File: src/rtl/isf_pkg.sv
package isf_pkg;
   // Register byte offsets
   localparam logic [7:0] ISF_OFF_CTRL = 8'h00;
   localparam logic [7:0] ISF_OFF_DATA = 8'h04;
   localparam logic [7:0] ISF_OFF_TRIG = 8'h08;
   localparam logic [7:0] ISF_OFF_STAT = 8'h10;
   // Control register fields
   localparam int ISF_CTL_EN = 0;
   localparam int ISF_CTL_SLWT = 1;
   localparam int ISF_CTL_CONT = 2;
   localparam int ISF_CTL_ADDR_LSB = 8;
   // Trigger register fields
   localparam int ISF_TRG_LRET = 0;
   localparam int ISF_TRG_WRET = 1;
   localparam int ISF_TRG_STT = 2;
   localparam int ISF_TRG_SPT = 3;
   // Status register fields
   localparam int ISF_ST_MS = 15;
   localparam int ISF_ST_DR = 13;
   localparam int ISF_ST_WT = 12;
   localparam int ISF_ST_TR = 9;
   localparam int ISF_ST_AC = 8;
   // Reset values
   localparam logic [15:0] ISF_STAT_RST = 16'h0000;
   localparam logic [15:0] ISF_CTRL_RST = 16'h0000;
   localparam logic [7:0] ISF_DATA_RST = 8'h00;
   // Serial clock falling-edge counts within one byte
   localparam logic [3:0] ISF_CNT_ZERO = 4'h0;
   localparam logic [3:0] ISF_CNT_BIT8 = 4'h7;
   localparam logic [3:0] ISF_CNT_BIT9 = 4'h8;
   // Synchroniser depth on pins
   localparam int ISF_SYNC_STAGES = 2;
endpackage

File: src/rtl/isf_line_if.sv
`timescale 1ns/100ps
interface isf_line_if;
   logic scl;
   logic sda;
   logic scl_fall;
   logic scl_rise;
   logic start_det;
   logic stop_det;
   modport src (output scl, output sda, output scl_fall, output scl_rise,
      output start_det, output stop_det);
   modport snk (input scl, input sda, input scl_fall, input scl_rise,
      input start_det, input stop_det);
endinterface

File: src/rtl/isf_pin_sync.sv
`timescale 1ns/100ps
module isf_pin_sync
   import isf_pkg::*;
(
   input wire logic clk_in,
   input wire logic rst_b_in,
   input wire logic ce_in,
   input wire logic scl_in,
   input wire logic sda_in,
   isf_line_if.src line
);
   import isf_pkg::*;

   logic [1:0] scl_sync_r;
   logic [1:0] sda_sync_r;
   logic scl_d_r;
   logic sda_d_r;

   // First stage is read only by the second stage
   always_ff @(posedge clk_in or negedge rst_b_in) begin
      if (!rst_b_in) begin
         scl_sync_r <= 2'h3;
         sda_sync_r <= 2'h3;
      end else if (ce_in) begin
         scl_sync_r <= {scl_sync_r[0], scl_in};
         sda_sync_r <= {sda_sync_r[0], sda_in};
      end
   end

   always_ff @(posedge clk_in or negedge rst_b_in) begin
      if (!rst_b_in) begin
         scl_d_r <= 1'h1;
         sda_d_r <= 1'h1;
      end else if (ce_in) begin
         scl_d_r <= scl_sync_r[1];
         sda_d_r <= sda_sync_r[1];
      end
   end

   assign line.scl = scl_sync_r[1];
   assign line.sda = sda_sync_r[1];
   assign line.scl_fall = scl_d_r & ~scl_sync_r[1];
   assign line.scl_rise = ~scl_d_r & scl_sync_r[1];
   // Data edges while the clock is high mark start and stop
   assign line.start_det = scl_d_r & scl_sync_r[1] & sda_d_r & ~sda_sync_r[1];
   assign line.stop_det = scl_d_r & scl_sync_r[1] & ~sda_d_r & sda_sync_r[1];
endmodule

File: src/rtl/isf_flags.sv
// Added by the designer: the APB slave port and the address map.
`timescale 1ns/100ps
module isf_flags
   import isf_pkg::*;
(
   input wire logic clk_in,
   input wire logic rst_b_in,
   input wire logic ce_in,
   input wire logic psel_in,
   input wire logic penable_in,
   input wire logic pwrite_in,
   input wire logic [7:0] paddr_in,
   input wire logic [31:0] pwdata_in,
   output logic [31:0] prdata_out,
   output logic pready_out,
   output logic pslverr_out,
   input wire logic scl_in,
   output logic scl_out,
   output logic scl_oe_b_out,
   input wire logic sda_in,
   output logic sda_out,
   output logic sda_oe_b_out
);
   import isf_pkg::*;

   isf_line_if line ();

   isf_pin_sync u_sync (
      .clk_in(clk_in),
      .rst_b_in(rst_b_in),
      .ce_in(ce_in),
      .scl_in(scl_in),
      .sda_in(sda_in),
      .line(line)
   );

   ////////////////////////////////////////////////////////////////////////
   logic [15:0] ctrl_r;
   logic [7:0] data_r;
   logic [31:0] rdata_r;
   logic rdy_r;
   logic slverr_r;
   logic acc;
   logic hit;
   logic wr_ctrl, wr_data, wr_trig, rd_data;
   logic lret_w, wret_w, stt_w, spt_w;

   assign hit = paddr_in == ISF_OFF_CTRL || paddr_in == ISF_OFF_DATA ||
      paddr_in == ISF_OFF_TRIG || paddr_in == ISF_OFF_STAT;
   assign acc = ce_in & psel_in & penable_in & rdy_r;
   assign wr_ctrl = acc & pwrite_in & paddr_in == ISF_OFF_CTRL;
   assign wr_data = acc & pwrite_in & paddr_in == ISF_OFF_DATA;
   assign wr_trig = acc & pwrite_in & paddr_in == ISF_OFF_TRIG;
   assign rd_data = acc & ~pwrite_in & paddr_in == ISF_OFF_DATA;
   assign lret_w = wr_trig & pwdata_in[ISF_TRG_LRET];
   assign wret_w = wr_trig & pwdata_in[ISF_TRG_WRET];
   assign stt_w = wr_trig & pwdata_in[ISF_TRG_STT];
   assign spt_w = wr_trig & pwdata_in[ISF_TRG_SPT];

   logic en, slwt, cont;
   logic [6:0] own_addr;
   assign en = ctrl_r[ISF_CTL_EN];
   assign slwt = ctrl_r[ISF_CTL_SLWT];
   assign cont = ctrl_r[ISF_CTL_CONT];
   assign own_addr = ctrl_r[ISF_CTL_ADDR_LSB +: 7];

   // One wait state so read data comes from a flop
   always_ff @(posedge clk_in or negedge rst_b_in) begin
      if (!rst_b_in) begin
         rdy_r <= 1'h0;
      end else if (ce_in) begin
         rdy_r <= psel_in & penable_in & ~rdy_r;
      end
   end

   always_ff @(posedge clk_in or negedge rst_b_in) begin
      if (!rst_b_in) begin
         ctrl_r <= ISF_CTRL_RST;
      end else if (wr_ctrl) begin
         ctrl_r <= pwdata_in[15:0];
      end
   end

   ////////////////////////////////////////////////////////////////////////
   logic [3:0] cnt_r;
   logic addr_ph_r, master_r, xmit_r, match_r, ack_r, rel_r, lead_r;
   logic stt_req_r, spt_req_r, dat_wr_r;
   logic [7:0] rx_sh_r;
   logic wait_r, wait9_r, pend_r, held_r;
   logic [15:0] stat;
   logic en_d_r;
   logic reinit;
   logic fall8, fall9, fall_sel, first_fall, nack_ev, al_ev, part;

   assign reinit = en != en_d_r;
   assign fall8 = line.scl_fall & cnt_r == ISF_CNT_BIT8;
   assign fall9 = line.scl_fall & cnt_r == ISF_CNT_BIT9;
   assign fall_sel = slwt ? fall9 : fall8;
   assign first_fall = line.scl_fall & lead_r;
   assign part = master_r | match_r;
   assign nack_ev = line.scl_rise & cnt_r == ISF_CNT_BIT9 & line.sda & part;
   // Own high bit overdriven low means another master won
   assign al_ev = master_r & xmit_r & line.scl_rise & cnt_r < ISF_CNT_BIT9 &
      data_r[3'(ISF_CNT_BIT8 - cnt_r)] & ~line.sda;

   always_ff @(posedge clk_in or negedge rst_b_in) begin
      if (!rst_b_in) begin
         en_d_r <= 1'h0;
      end else if (ce_in) begin
         en_d_r <= en;
      end
   end

   // Bit counter and address phase
   always_ff @(posedge clk_in or negedge rst_b_in) begin
      if (!rst_b_in) begin
         cnt_r <= ISF_CNT_ZERO;
         addr_ph_r <= 1'h0;
         lead_r <= 1'h0;
      end else if (ce_in) begin
         if (!en || line.start_det || line.stop_det) begin
            cnt_r <= ISF_CNT_ZERO;
            addr_ph_r <= en & line.start_det;
            lead_r <= en & line.start_det;
         end else if (fall9) begin
            cnt_r <= ISF_CNT_ZERO;
            addr_ph_r <= 1'h0;
         end else if (first_fall) begin
            // Start's own clock fall opens the byte but carries no bit
            lead_r <= 1'h0;
         end else if (line.scl_fall) begin
            cnt_r <= cnt_r + 4'h1;
         end
      end
   end

   always_ff @(posedge clk_in or negedge rst_b_in) begin
      if (!rst_b_in) begin
         rx_sh_r <= ISF_DATA_RST;
         ack_r <= 1'h0;
      end else if (ce_in) begin
         if (line.scl_rise && cnt_r < ISF_CNT_BIT9) begin
            rx_sh_r <= {rx_sh_r[6:0], line.sda};
         end
         if (lret_w || reinit) begin
            ack_r <= 1'h0;
         end else if (line.scl_rise && cnt_r == ISF_CNT_BIT9) begin
            ack_r <= ~line.sda;
         end
      end
   end

   // Start and stop requests stay pending until the bus acts on them
   always_ff @(posedge clk_in or negedge rst_b_in) begin
      if (!rst_b_in) begin
         stt_req_r <= 1'h0;
         spt_req_r <= 1'h0;
         dat_wr_r <= 1'h0;
      end else if (ce_in) begin
         stt_req_r <= en & (stt_w | (stt_req_r & ~line.start_det));
         spt_req_r <= en & (spt_w | (spt_req_r & ~line.stop_det));
         dat_wr_r <= en & ~line.start_det & (wr_data | dat_wr_r);
      end
   end

   // Role and direction
   always_ff @(posedge clk_in or negedge rst_b_in) begin
      if (!rst_b_in) begin
         master_r <= 1'h0;
         xmit_r <= 1'h0;
         match_r <= 1'h0;
         rel_r <= 1'h0;
      end else if (ce_in) begin
         if (reinit || lret_w || line.stop_det) begin
            master_r <= 1'h0;
            xmit_r <= 1'h0;
            match_r <= 1'h0;
            rel_r <= 1'h0;
         end else if (al_ev) begin
            master_r <= 1'h0;
            xmit_r <= 1'h0;
         end else if (line.start_det) begin
            master_r <= stt_req_r;
            xmit_r <= stt_req_r;
            match_r <= 1'h0;
            rel_r <= 1'h0;
         end else if (wret_w && wait_r && wait9_r) begin
            xmit_r <= 1'h0;
            rel_r <= 1'h1;
         end else if (fall8 && addr_ph_r) begin
            if (master_r) begin
               xmit_r <= ~rx_sh_r[0];
            end else if (rx_sh_r[7:1] == own_addr) begin
               match_r <= 1'h1;
               xmit_r <= rx_sh_r[0];
            end
         end
      end
   end

   ////////////////////////////////////////////////////////////////////////
   // Wait flag: strong clears, then sets, then weak clears
   logic w_set, w_set9, w_hclr, w_lclr, wait_nxt;

   always_comb begin
      w_set9 = 1'h0;
      w_set = 1'h0;
      if (part && !addr_ph_r && fall_sel) begin
         w_set = 1'h1;
         w_set9 = slwt;
      end
      if (master_r && first_fall && !dat_wr_r) begin
         w_set = 1'h1;
      end
      if (addr_ph_r && fall9 && (master_r || (match_r && !xmit_r))) begin
         w_set = 1'h1;
         w_set9 = 1'h1;
      end
      if (addr_ph_r && nack_ev && master_r && !stt_req_r && !spt_req_r) begin
         w_set = 1'h1;
      end
      if (addr_ph_r && nack_ev && match_r) begin
         w_set = 1'h1;
      end
   end

   assign w_hclr = lret_w | (spt_w & master_r & cont) |
      (wr_data & xmit_r & cont) |
      (rd_data & ~xmit_r & cont & wait_r & ~wait9_r) |
      (rd_data & ~xmit_r & cont & wait_r & wait9_r & ack_r);
   assign w_lclr = wret_w |
      ((stt_w | spt_w) & master_r & ~cont) |
      (wr_data & ~xmit_r & ~cont);
   assign wait_nxt = w_hclr ? 1'h0 : w_set ? 1'h1 : w_lclr ? 1'h0 : wait_r;

   always_ff @(posedge clk_in or negedge rst_b_in) begin
      if (!rst_b_in) begin
         wait_r <= ISF_STAT_RST[ISF_ST_WT];
         wait9_r <= 1'h0;
      end else if (ce_in) begin
         if (reinit) begin
            wait_r <= ISF_STAT_RST[ISF_ST_WT];
            wait9_r <= 1'h0;
         end else begin
            wait_r <= wait_nxt;
            if (w_set && !w_hclr) begin
               wait9_r <= w_set9;
            end
         end
      end
   end

   ////////////////////////////////////////////////////////////////////////
   // Pending flag and the data register
   logic p_set, p_hclr, p_lclr;
   logic rx_done;

   assign rx_done = part & ~xmit_r & ~addr_ph_r & fall_sel;
   assign p_hclr = lret_w | al_ev |
      (master_r & addr_ph_r & fall9) |
      (xmit_r & ~addr_ph_r & fall_sel);
   assign p_set = (wr_data & part & ~wait_r & ~(master_r & addr_ph_r)) |
      rx_done | (~master_r & match_r & addr_ph_r & fall9);
   assign p_lclr = rd_data & ~held_r;

   always_ff @(posedge clk_in or negedge rst_b_in) begin
      if (!rst_b_in) begin
         pend_r <= ISF_STAT_RST[ISF_ST_DR];
      end else if (ce_in) begin
         if (reinit) begin
            pend_r <= ISF_STAT_RST[ISF_ST_DR];
         end else if (p_hclr) begin
            pend_r <= 1'h0;
         end else if (p_set) begin
            pend_r <= 1'h1;
         end else if (p_lclr) begin
            pend_r <= 1'h0;
         end
      end
   end

   // Byte arriving while the last one is unread waits in the shifter
   always_ff @(posedge clk_in or negedge rst_b_in) begin
      if (!rst_b_in) begin
         data_r <= ISF_DATA_RST;
         held_r <= 1'h0;
      end else if (ce_in) begin
         if (reinit) begin
            held_r <= 1'h0;
         end else if (wr_data) begin
            data_r <= pwdata_in[7:0];
         end else if (rx_done && pend_r) begin
            held_r <= 1'h1;
         end else if (rx_done) begin
            data_r <= rx_sh_r;
         end else if (rd_data && held_r) begin
            data_r <= rx_sh_r;
            held_r <= 1'h0;
         end
      end
   end

   ////////////////////////////////////////////////////////////////////////
   always_comb begin
      stat = ISF_STAT_RST;
      stat[ISF_ST_MS] = master_r;
      stat[ISF_ST_DR] = pend_r;
      stat[ISF_ST_WT] = wait_r;
      stat[ISF_ST_TR] = xmit_r;
      stat[ISF_ST_AC] = ack_r;
   end

   always_ff @(posedge clk_in or negedge rst_b_in) begin
      if (!rst_b_in) begin
         rdata_r <= 32'h0000_0000;
         slverr_r <= 1'h0;
      end else if (ce_in && psel_in && penable_in && !rdy_r) begin
         slverr_r <= ~hit;
         case (paddr_in)
            ISF_OFF_CTRL: rdata_r <= {16'h0000, ctrl_r};
            ISF_OFF_DATA: rdata_r <= {24'h00_0000, data_r};
            ISF_OFF_STAT: rdata_r <= {16'h0000, stat};
            default: rdata_r <= 32'h0000_0000;
         endcase
      end
   end

   assign prdata_out = rdata_r;
   assign pready_out = rdy_r;
   assign pslverr_out = rdy_r & slverr_r;

   // Pins only ever pull low
   logic sda_drv;
   assign sda_drv = en & ~rel_r & ((xmit_r & cnt_r < ISF_CNT_BIT9 &
      ~data_r[3'(ISF_CNT_BIT8 - cnt_r)]) |
      (part & ~xmit_r & cnt_r == ISF_CNT_BIT9));
   assign scl_out = 1'h0;
   assign sda_out = 1'h0;
   assign scl_oe_b_out = ~(en & wait_r & ~rel_r);
   assign sda_oe_b_out = ~sda_drv;
endmodule

File: config.mk
export PLATFORM = sky130hd
export DESIGN_NAME = isf_flags
export DESIGN_NICKNAME = d
export VERILOG_FILES = /design/src/rtl/isf_pkg.sv /design/src/rtl/isf_line_if.sv /design/src/rtl/isf_pin_sync.sv /design/src/rtl/isf_flags.sv
export SDC_FILE = /design/constraint.sdc
export NUM_CORES = 1
export LEC_CHECK = 0
export BUFFER_PORTS_ARGS = -buffer_cell sky130_fd_sc_hd__buf_2
export CORE_ASPECT_RATIO = 1.1
export CORE_MARGIN = 1
export CORE_UTILIZATION = 55
export DETAILED_ROUTE_END_ITERATION = 8
export PLACE_DENSITY = 0.8
export SYNTH_ARGS = -nofsm -noshare
export SYNTH_HDL_FRONTEND = slang
export SYNTH_HIERARCHICAL = 1
export SYNTH_SLANG_ARGS = --single-unit
File: constraint.sdc
create_clock -name clk_in -period 7.1 [get_ports clk_in]
set_input_delay 1.065 -clock clk_in [delete_from_list [all_inputs] [get_ports clk_in]]
set_output_delay 1.065 -clock clk_in [all_outputs]
set_load 0.02 [all_outputs]
Word-level counts from Yosys, hierarchy flattened
Cells that the tools add are included.
Storage, ports and cells
  bits in registers: 91
  input port bits: 48
  output and inout port bits: 38
  word-level logic and storage cells: 292
Cells by class
  add/sub/neg operators: 2
  $lt $le $gt $ge: 2
  eq/ne operators: 15
  muxes and demuxes: 62
  bitwise gates (word level): 116
  reduce and logical (&&, ||, !) cells: 69
Operators with widths (number)
  $and 1x1->1: 76
  $mux 1: 52
  $pmux 16 s3: 1
  $mux 8: 4
  $logic_and 1x1->1: 23
  $not 1->1: 23
  $reduce_bool 3->1: 7
  $or 1x1->1: 17
  $mux 4: 4
  $reduce_and 2->1: 7
  $reduce_and 3->1: 4
  $ne 3x2->1 const B: 3
  $eq 8x3->1 const B: 1
  $eq 8x4->1 const B: 1
  $eq 8x5->1 const B: 1
  $logic_not 1->1: 8
  $logic_not 8->1: 1
  $logic_or 1x1->1: 8
  $reduce_and 4->1: 2
  $reduce_bool 2->1: 4
  $reduce_bool 4->1: 2
  $eq 7x7->1: 1
  $ne 2x1->1 const B: 3
  $reduce_and 6->1: 1
  12 further kinds: 12

Depth between registers and ports, before layout
  depth after elaboration: 16
  depth in mapped cells: 8
  mapped depth without buffers: 7

Modules after synthesis
The synthesis kept the hierarchy.
Modules (own cells, without submodules)
  isf_flags: times used 1, cells an instance 382, area an instance 3886.2 um^2, seq. area each 1726.7 um^2
  isf_pin_sync: times used 1, cells an instance 17, area an instance 291.5 um^2, seq. area each 157.7 um^2

Least setup slack after synthesis
OpenSTA, ideal clock, no wires.
  kind: input port to flip-flop
  start: input paddr_in[4]
  end: register data_r[0]
  library setup time: 0.125 ns
  data arrival time: 2.976 ns
  required time: 6.975 ns
  setup slack: 3.999 ns
  cell stages on the path: 7
  path buffers: 1
  path through: buf_6 -> or4_4 -> or4_4 -> and2_4 -> nor2b_4 -> o21bai_4 -> mux2_4
Between the ends
  word-level cells in the longest chain between the ends: 5
  elaborated cells on any way between the ends: 8
  those cells by class: eq/ne: 2; mux: 1; bitwise: 2; reduce/logical: 3
Ends and longest elaborated chain
  start: declaration: line isf_flags.sv:12  | input wire logic [7:0] paddr_in,
  $eq 8x3->1 *: line isf_flags.sv:52, isf_flags.sv:54
  $and 1x1->1: line isf_flags.sv:54  | assign rd_data = acc & ~pwrite_in & paddr_in == ISF_OFF_DATA;
  $logic_and 1x1->1: line isf_flags.sv:296  | end else if (rd_data && held_r) begin
  $reduce_bool 3->1 (no source line)
  $reduce_and 4->1 (no source line)
  end signal: assignment: line isf_flags.sv:291  | data_r <= pwdata_in[7:0];
  end signal: assignment: line isf_flags.sv:295  | data_r <= rx_sh_r;
  end signal: assignment: line isf_flags.sv:297  | data_r <= rx_sh_r;
  end: declaration: line isf_flags.sv:39  | logic [7:0] data_r;
Every way passes the cells marked *; elsewhere a longest branch is shown, timed or not.
A chain may end at the register's enable or synchronous reset.

Worst setup path after layout
  start: input paddr_in[3]
  end: register data_r[2]
The elaborated chain is that of the path after synthesis.

==> results.md <==
- Status: finished, final reports clean
- Critical path type: input port to flop
- Max-slew headroom: 0.187
- Peak VDD IR: ~120 uV
- Worst-margin pin slew: ~1.2 ns
- Syn Area/Cell: approximately 10 um2
- M2 GR Usage: 0.399
- Post-CTS Resized: 0
- Share of post-route cells with drive strength above 1: 0.286
- Largest net degree at the start of global routing: 76
- Area of the multi-input gates: 2080 um2
- Detailed-route via count: 3152
- Pre-antenna DRT Iters: 4
- Final worst-path cycle share: 0.472
- CP max FO: 12
- Setup crit start kind: input port
- Initial antenna violation count: 0
- Static Leak: 2.14 nW
- Final Slew Violations: 0
- Number of global-route vias before repair: about 3000
- Seq/Total Area, Yosys: 0.451
- Most used DFF post-synth: dfrtp_1
- Clock skew: around 0.016 ns
- Netlist cell types: 62
- Met1 usage: 0.345
- Clock Pin Slew Worst Setup and Hold Paths: about 0.10 ns
- Cell area after synthesis: between 4000 and 5000 um2
- Vias/cell: roughly 5.9
- Nets: ~490
- TritonCTS clock tree: yes
- Clock Sinks: 75
- Max H-tree Level: 3
- Mapped Cells: between 300 and 400
- Max incr delay on CP: 0.70 ns
- Worst path slowest cell: or4b_2
- Crit path time final: between 3 and 4 ns
- Synth warnings: 6
- Most Used Layer, Global Route: met2
- CTS buffer count: 9
- Root Buffer: clkbuf_8
- Post-CTS Setup Bufs: 0
- Setup TNS: 0 ns
- Starting Density: 0.583
- Post-Route WL: approximately 9300 um
- Worst Path Required: between 7 and 8 ns
- Drt wl/cell: 17.4 um
- Layout Cells excl Fill: around 530
- Setup crit end kind: flop
- Finish-stage setup viols: 0
- Final antenna-violating net count: 0
- DRC viols: 0
- Pwr dens: roughly 210 nW/um2
- Fill count: 604
- Ys async rst share: 1.00
- CTS max path bufs: 2
- Final HPWL DP: 6650 um
- Register Area: about 1900 um2
- Die area: about 7900 um2
- Grt met3 use: 0.0371
- Max Clock Freq: 298 MHz
- Area delta synth->final: 9.64%
- Kind of cell adding the most delay to the critical path: simple AND/OR/NAND/NOR gates
- EDFF count, synth: 0
- Hold_ws: 0.466 ns
- # IOs: 86
- Core area: between 7000 and 8000 um2
- Site Rows: 32
- Overflow left after global routing: 0
- MaxCap Viol Count: 0
- R2R setup slack: 4.33 ns
- PortBufs: between 50 and 60
- Placed cells: 516
- CP Cell Sequence: buf_2, or4b_2, nor2_1, nand2_1, nor3_1, o21bai_4, mux2_4
- Endpoints failing hold: 0
- Worst Path Buf+Inv: 1
- Hold-fix buffers, CTS: 0
- Min-Delay Path Class: flop to flop
- GP Congestion: just under 0.9
- Height of the die: 93.4 um
- Crit path DAT: about 3.6 ns
- DR iter-0 viols: about 190
- Total global-route track usage: 0.252
- RSZ-0062 raised after global routing: no
- Die width: between 80 and 90 um
- Worst-skew pair later-pin latency: 0.36 ns
- First-pass GRT wire length: roughly 15000 um
- FF+latch count, synth: 75
- N_diodes: 0
## logic make-up (layout without fill, tap and decap cells)
logic type | count (synthesis) | in the layout | share of synthesized area
XOR/XNOR | 12 | 12 | 0.0252
buffers and inverters | 52 | 83 | 0.0674
AO/OA/AOI/OAI | 78 | 78 | 0.125
flip-flops | 75 | 75 | 0.451
multiplexers | 57 | 57 | 0.166
other | 1 | 18 | 0.000898
adder cells (fa/ha/maj) | 1 | 1 | 0.00299
AND/OR/NAND/NOR | 123 | 123 | 0.161
## final cells by class
class | instances | share of cell area
Multi-Input combinational cell | 289 | 0.455
Sequential cell | 75 | 0.411
Timing Repair Buffer | 52 | 0.0574
Clock buffer | 9 | 0.0270
Tap cell | 85 | 0.0232
Clock inverter | 7 | 0.0142
Inverter | 15 | 0.0123
## registers in the layout, summed over array words and instances (netlist names), 2 cells and up
register           flops
ctrl_r                16
prdata_out            16
data_r                 8
rx_sh_r                8
cnt_r                  4
u_sync/scl_sync_r      2
u_sync/sda_sync_r      2
## synth_stat cells, types with 10 or more instances
cell	count	area, um2
nand2_1	43	161
nor2_1	17	63.8
mux2_4	14	210
o21ai_0	27	135
mux2_2	25	282
a22oi_1	10	75.1
nand3_1	11	55.1
buf_4	19	143
dfrtp_1	69	1730
inv_1	15	56.3
clkbuf_1	15	56.3
xnor2_1	10	87.6
## per-layer routing
metal | part of all wire | up-vias
met5 | 0 | -
met4 | 0.021 | 0
met3 | 0.043 | 15
met2 | 0.48 | 114
met1 | 0.46 | 1533
li1 | - | 1490
## report_power, final
| group | internal (W) | leakage, nW | switching (W) |
|---|---|---|---|
| logic | 0.0000722 | 1.06 | 0.0000768 |
| clock network | 0.000136 | 0.0947 | 0.000182 |
| registers | 0.000462 | 0.992 | 0.0000395 |
| total | 0.000670 | 2.14 | 0.000298 |
## through the flow
stage / setup slack, ns / util / total power (W) / area [um2]
after global placement: 3.44 / 0.613 / 0.000650 / 4390
after CTS: 3.78 / 0.639 / 0.000974 / 4580
after floorplan: 4.00 / - / 0.000615 / 4240
after global routing: 3.59 / 0.639 / 0.00101 / 4580
after detailed placement: 3.40 / 0.613 / 0.000658 / 4390
final: 3.75 / 0.639 / 0.000969 / 4580
## cells in the final DEF (no fill, tap or decap), types with 4 or more instances in the layout
cell type / count
nand2b_1: 5
a22oi_1: 10
xnor2_1: 10
a21oi_1: 4
inv_1: 15
nor2b_1: 5
nand2_1: 43
mux2i_1: 9
nor3_1: 6
clkbuf_8: 9
nand4_1: 7
and2_1: 4
nor2_1: 17
o21ai_0: 27
dfrtp_1: 69
mux2_2: 25
conb_1: 18
buf_2: 51
dfstp_2: 6
mux2_1: 8
mux2_4: 14
nand3_1: 11
o31ai_1: 7
o22ai_1: 7
## tightest hold or removal path: stages, from the launching register on
cell     delay, ns
dfrtp_1       0.35
nand2_1       0.05
nand2_1       0.04
## worst paths after layout
| path | start | endpoint | cells after the start |
|---|---|---|---|
| max | paddr_in[3] | data_r[2] | 7 |
| max in group asynchronous | rst_b_in | prdata_out[8] | 2 |
| max reg2reg | u_sync/scl_d_r | data_r[2] | 7 |
| min reg2reg | prdata_out[11] | prdata_out[11] | 2 |
| min | prdata_out[11] | prdata_out[11] | 2 |
| min in group asynchronous | rst_b_in | pready_out | 2 |
No activity file was read; power rests on OpenSTA's default activity.
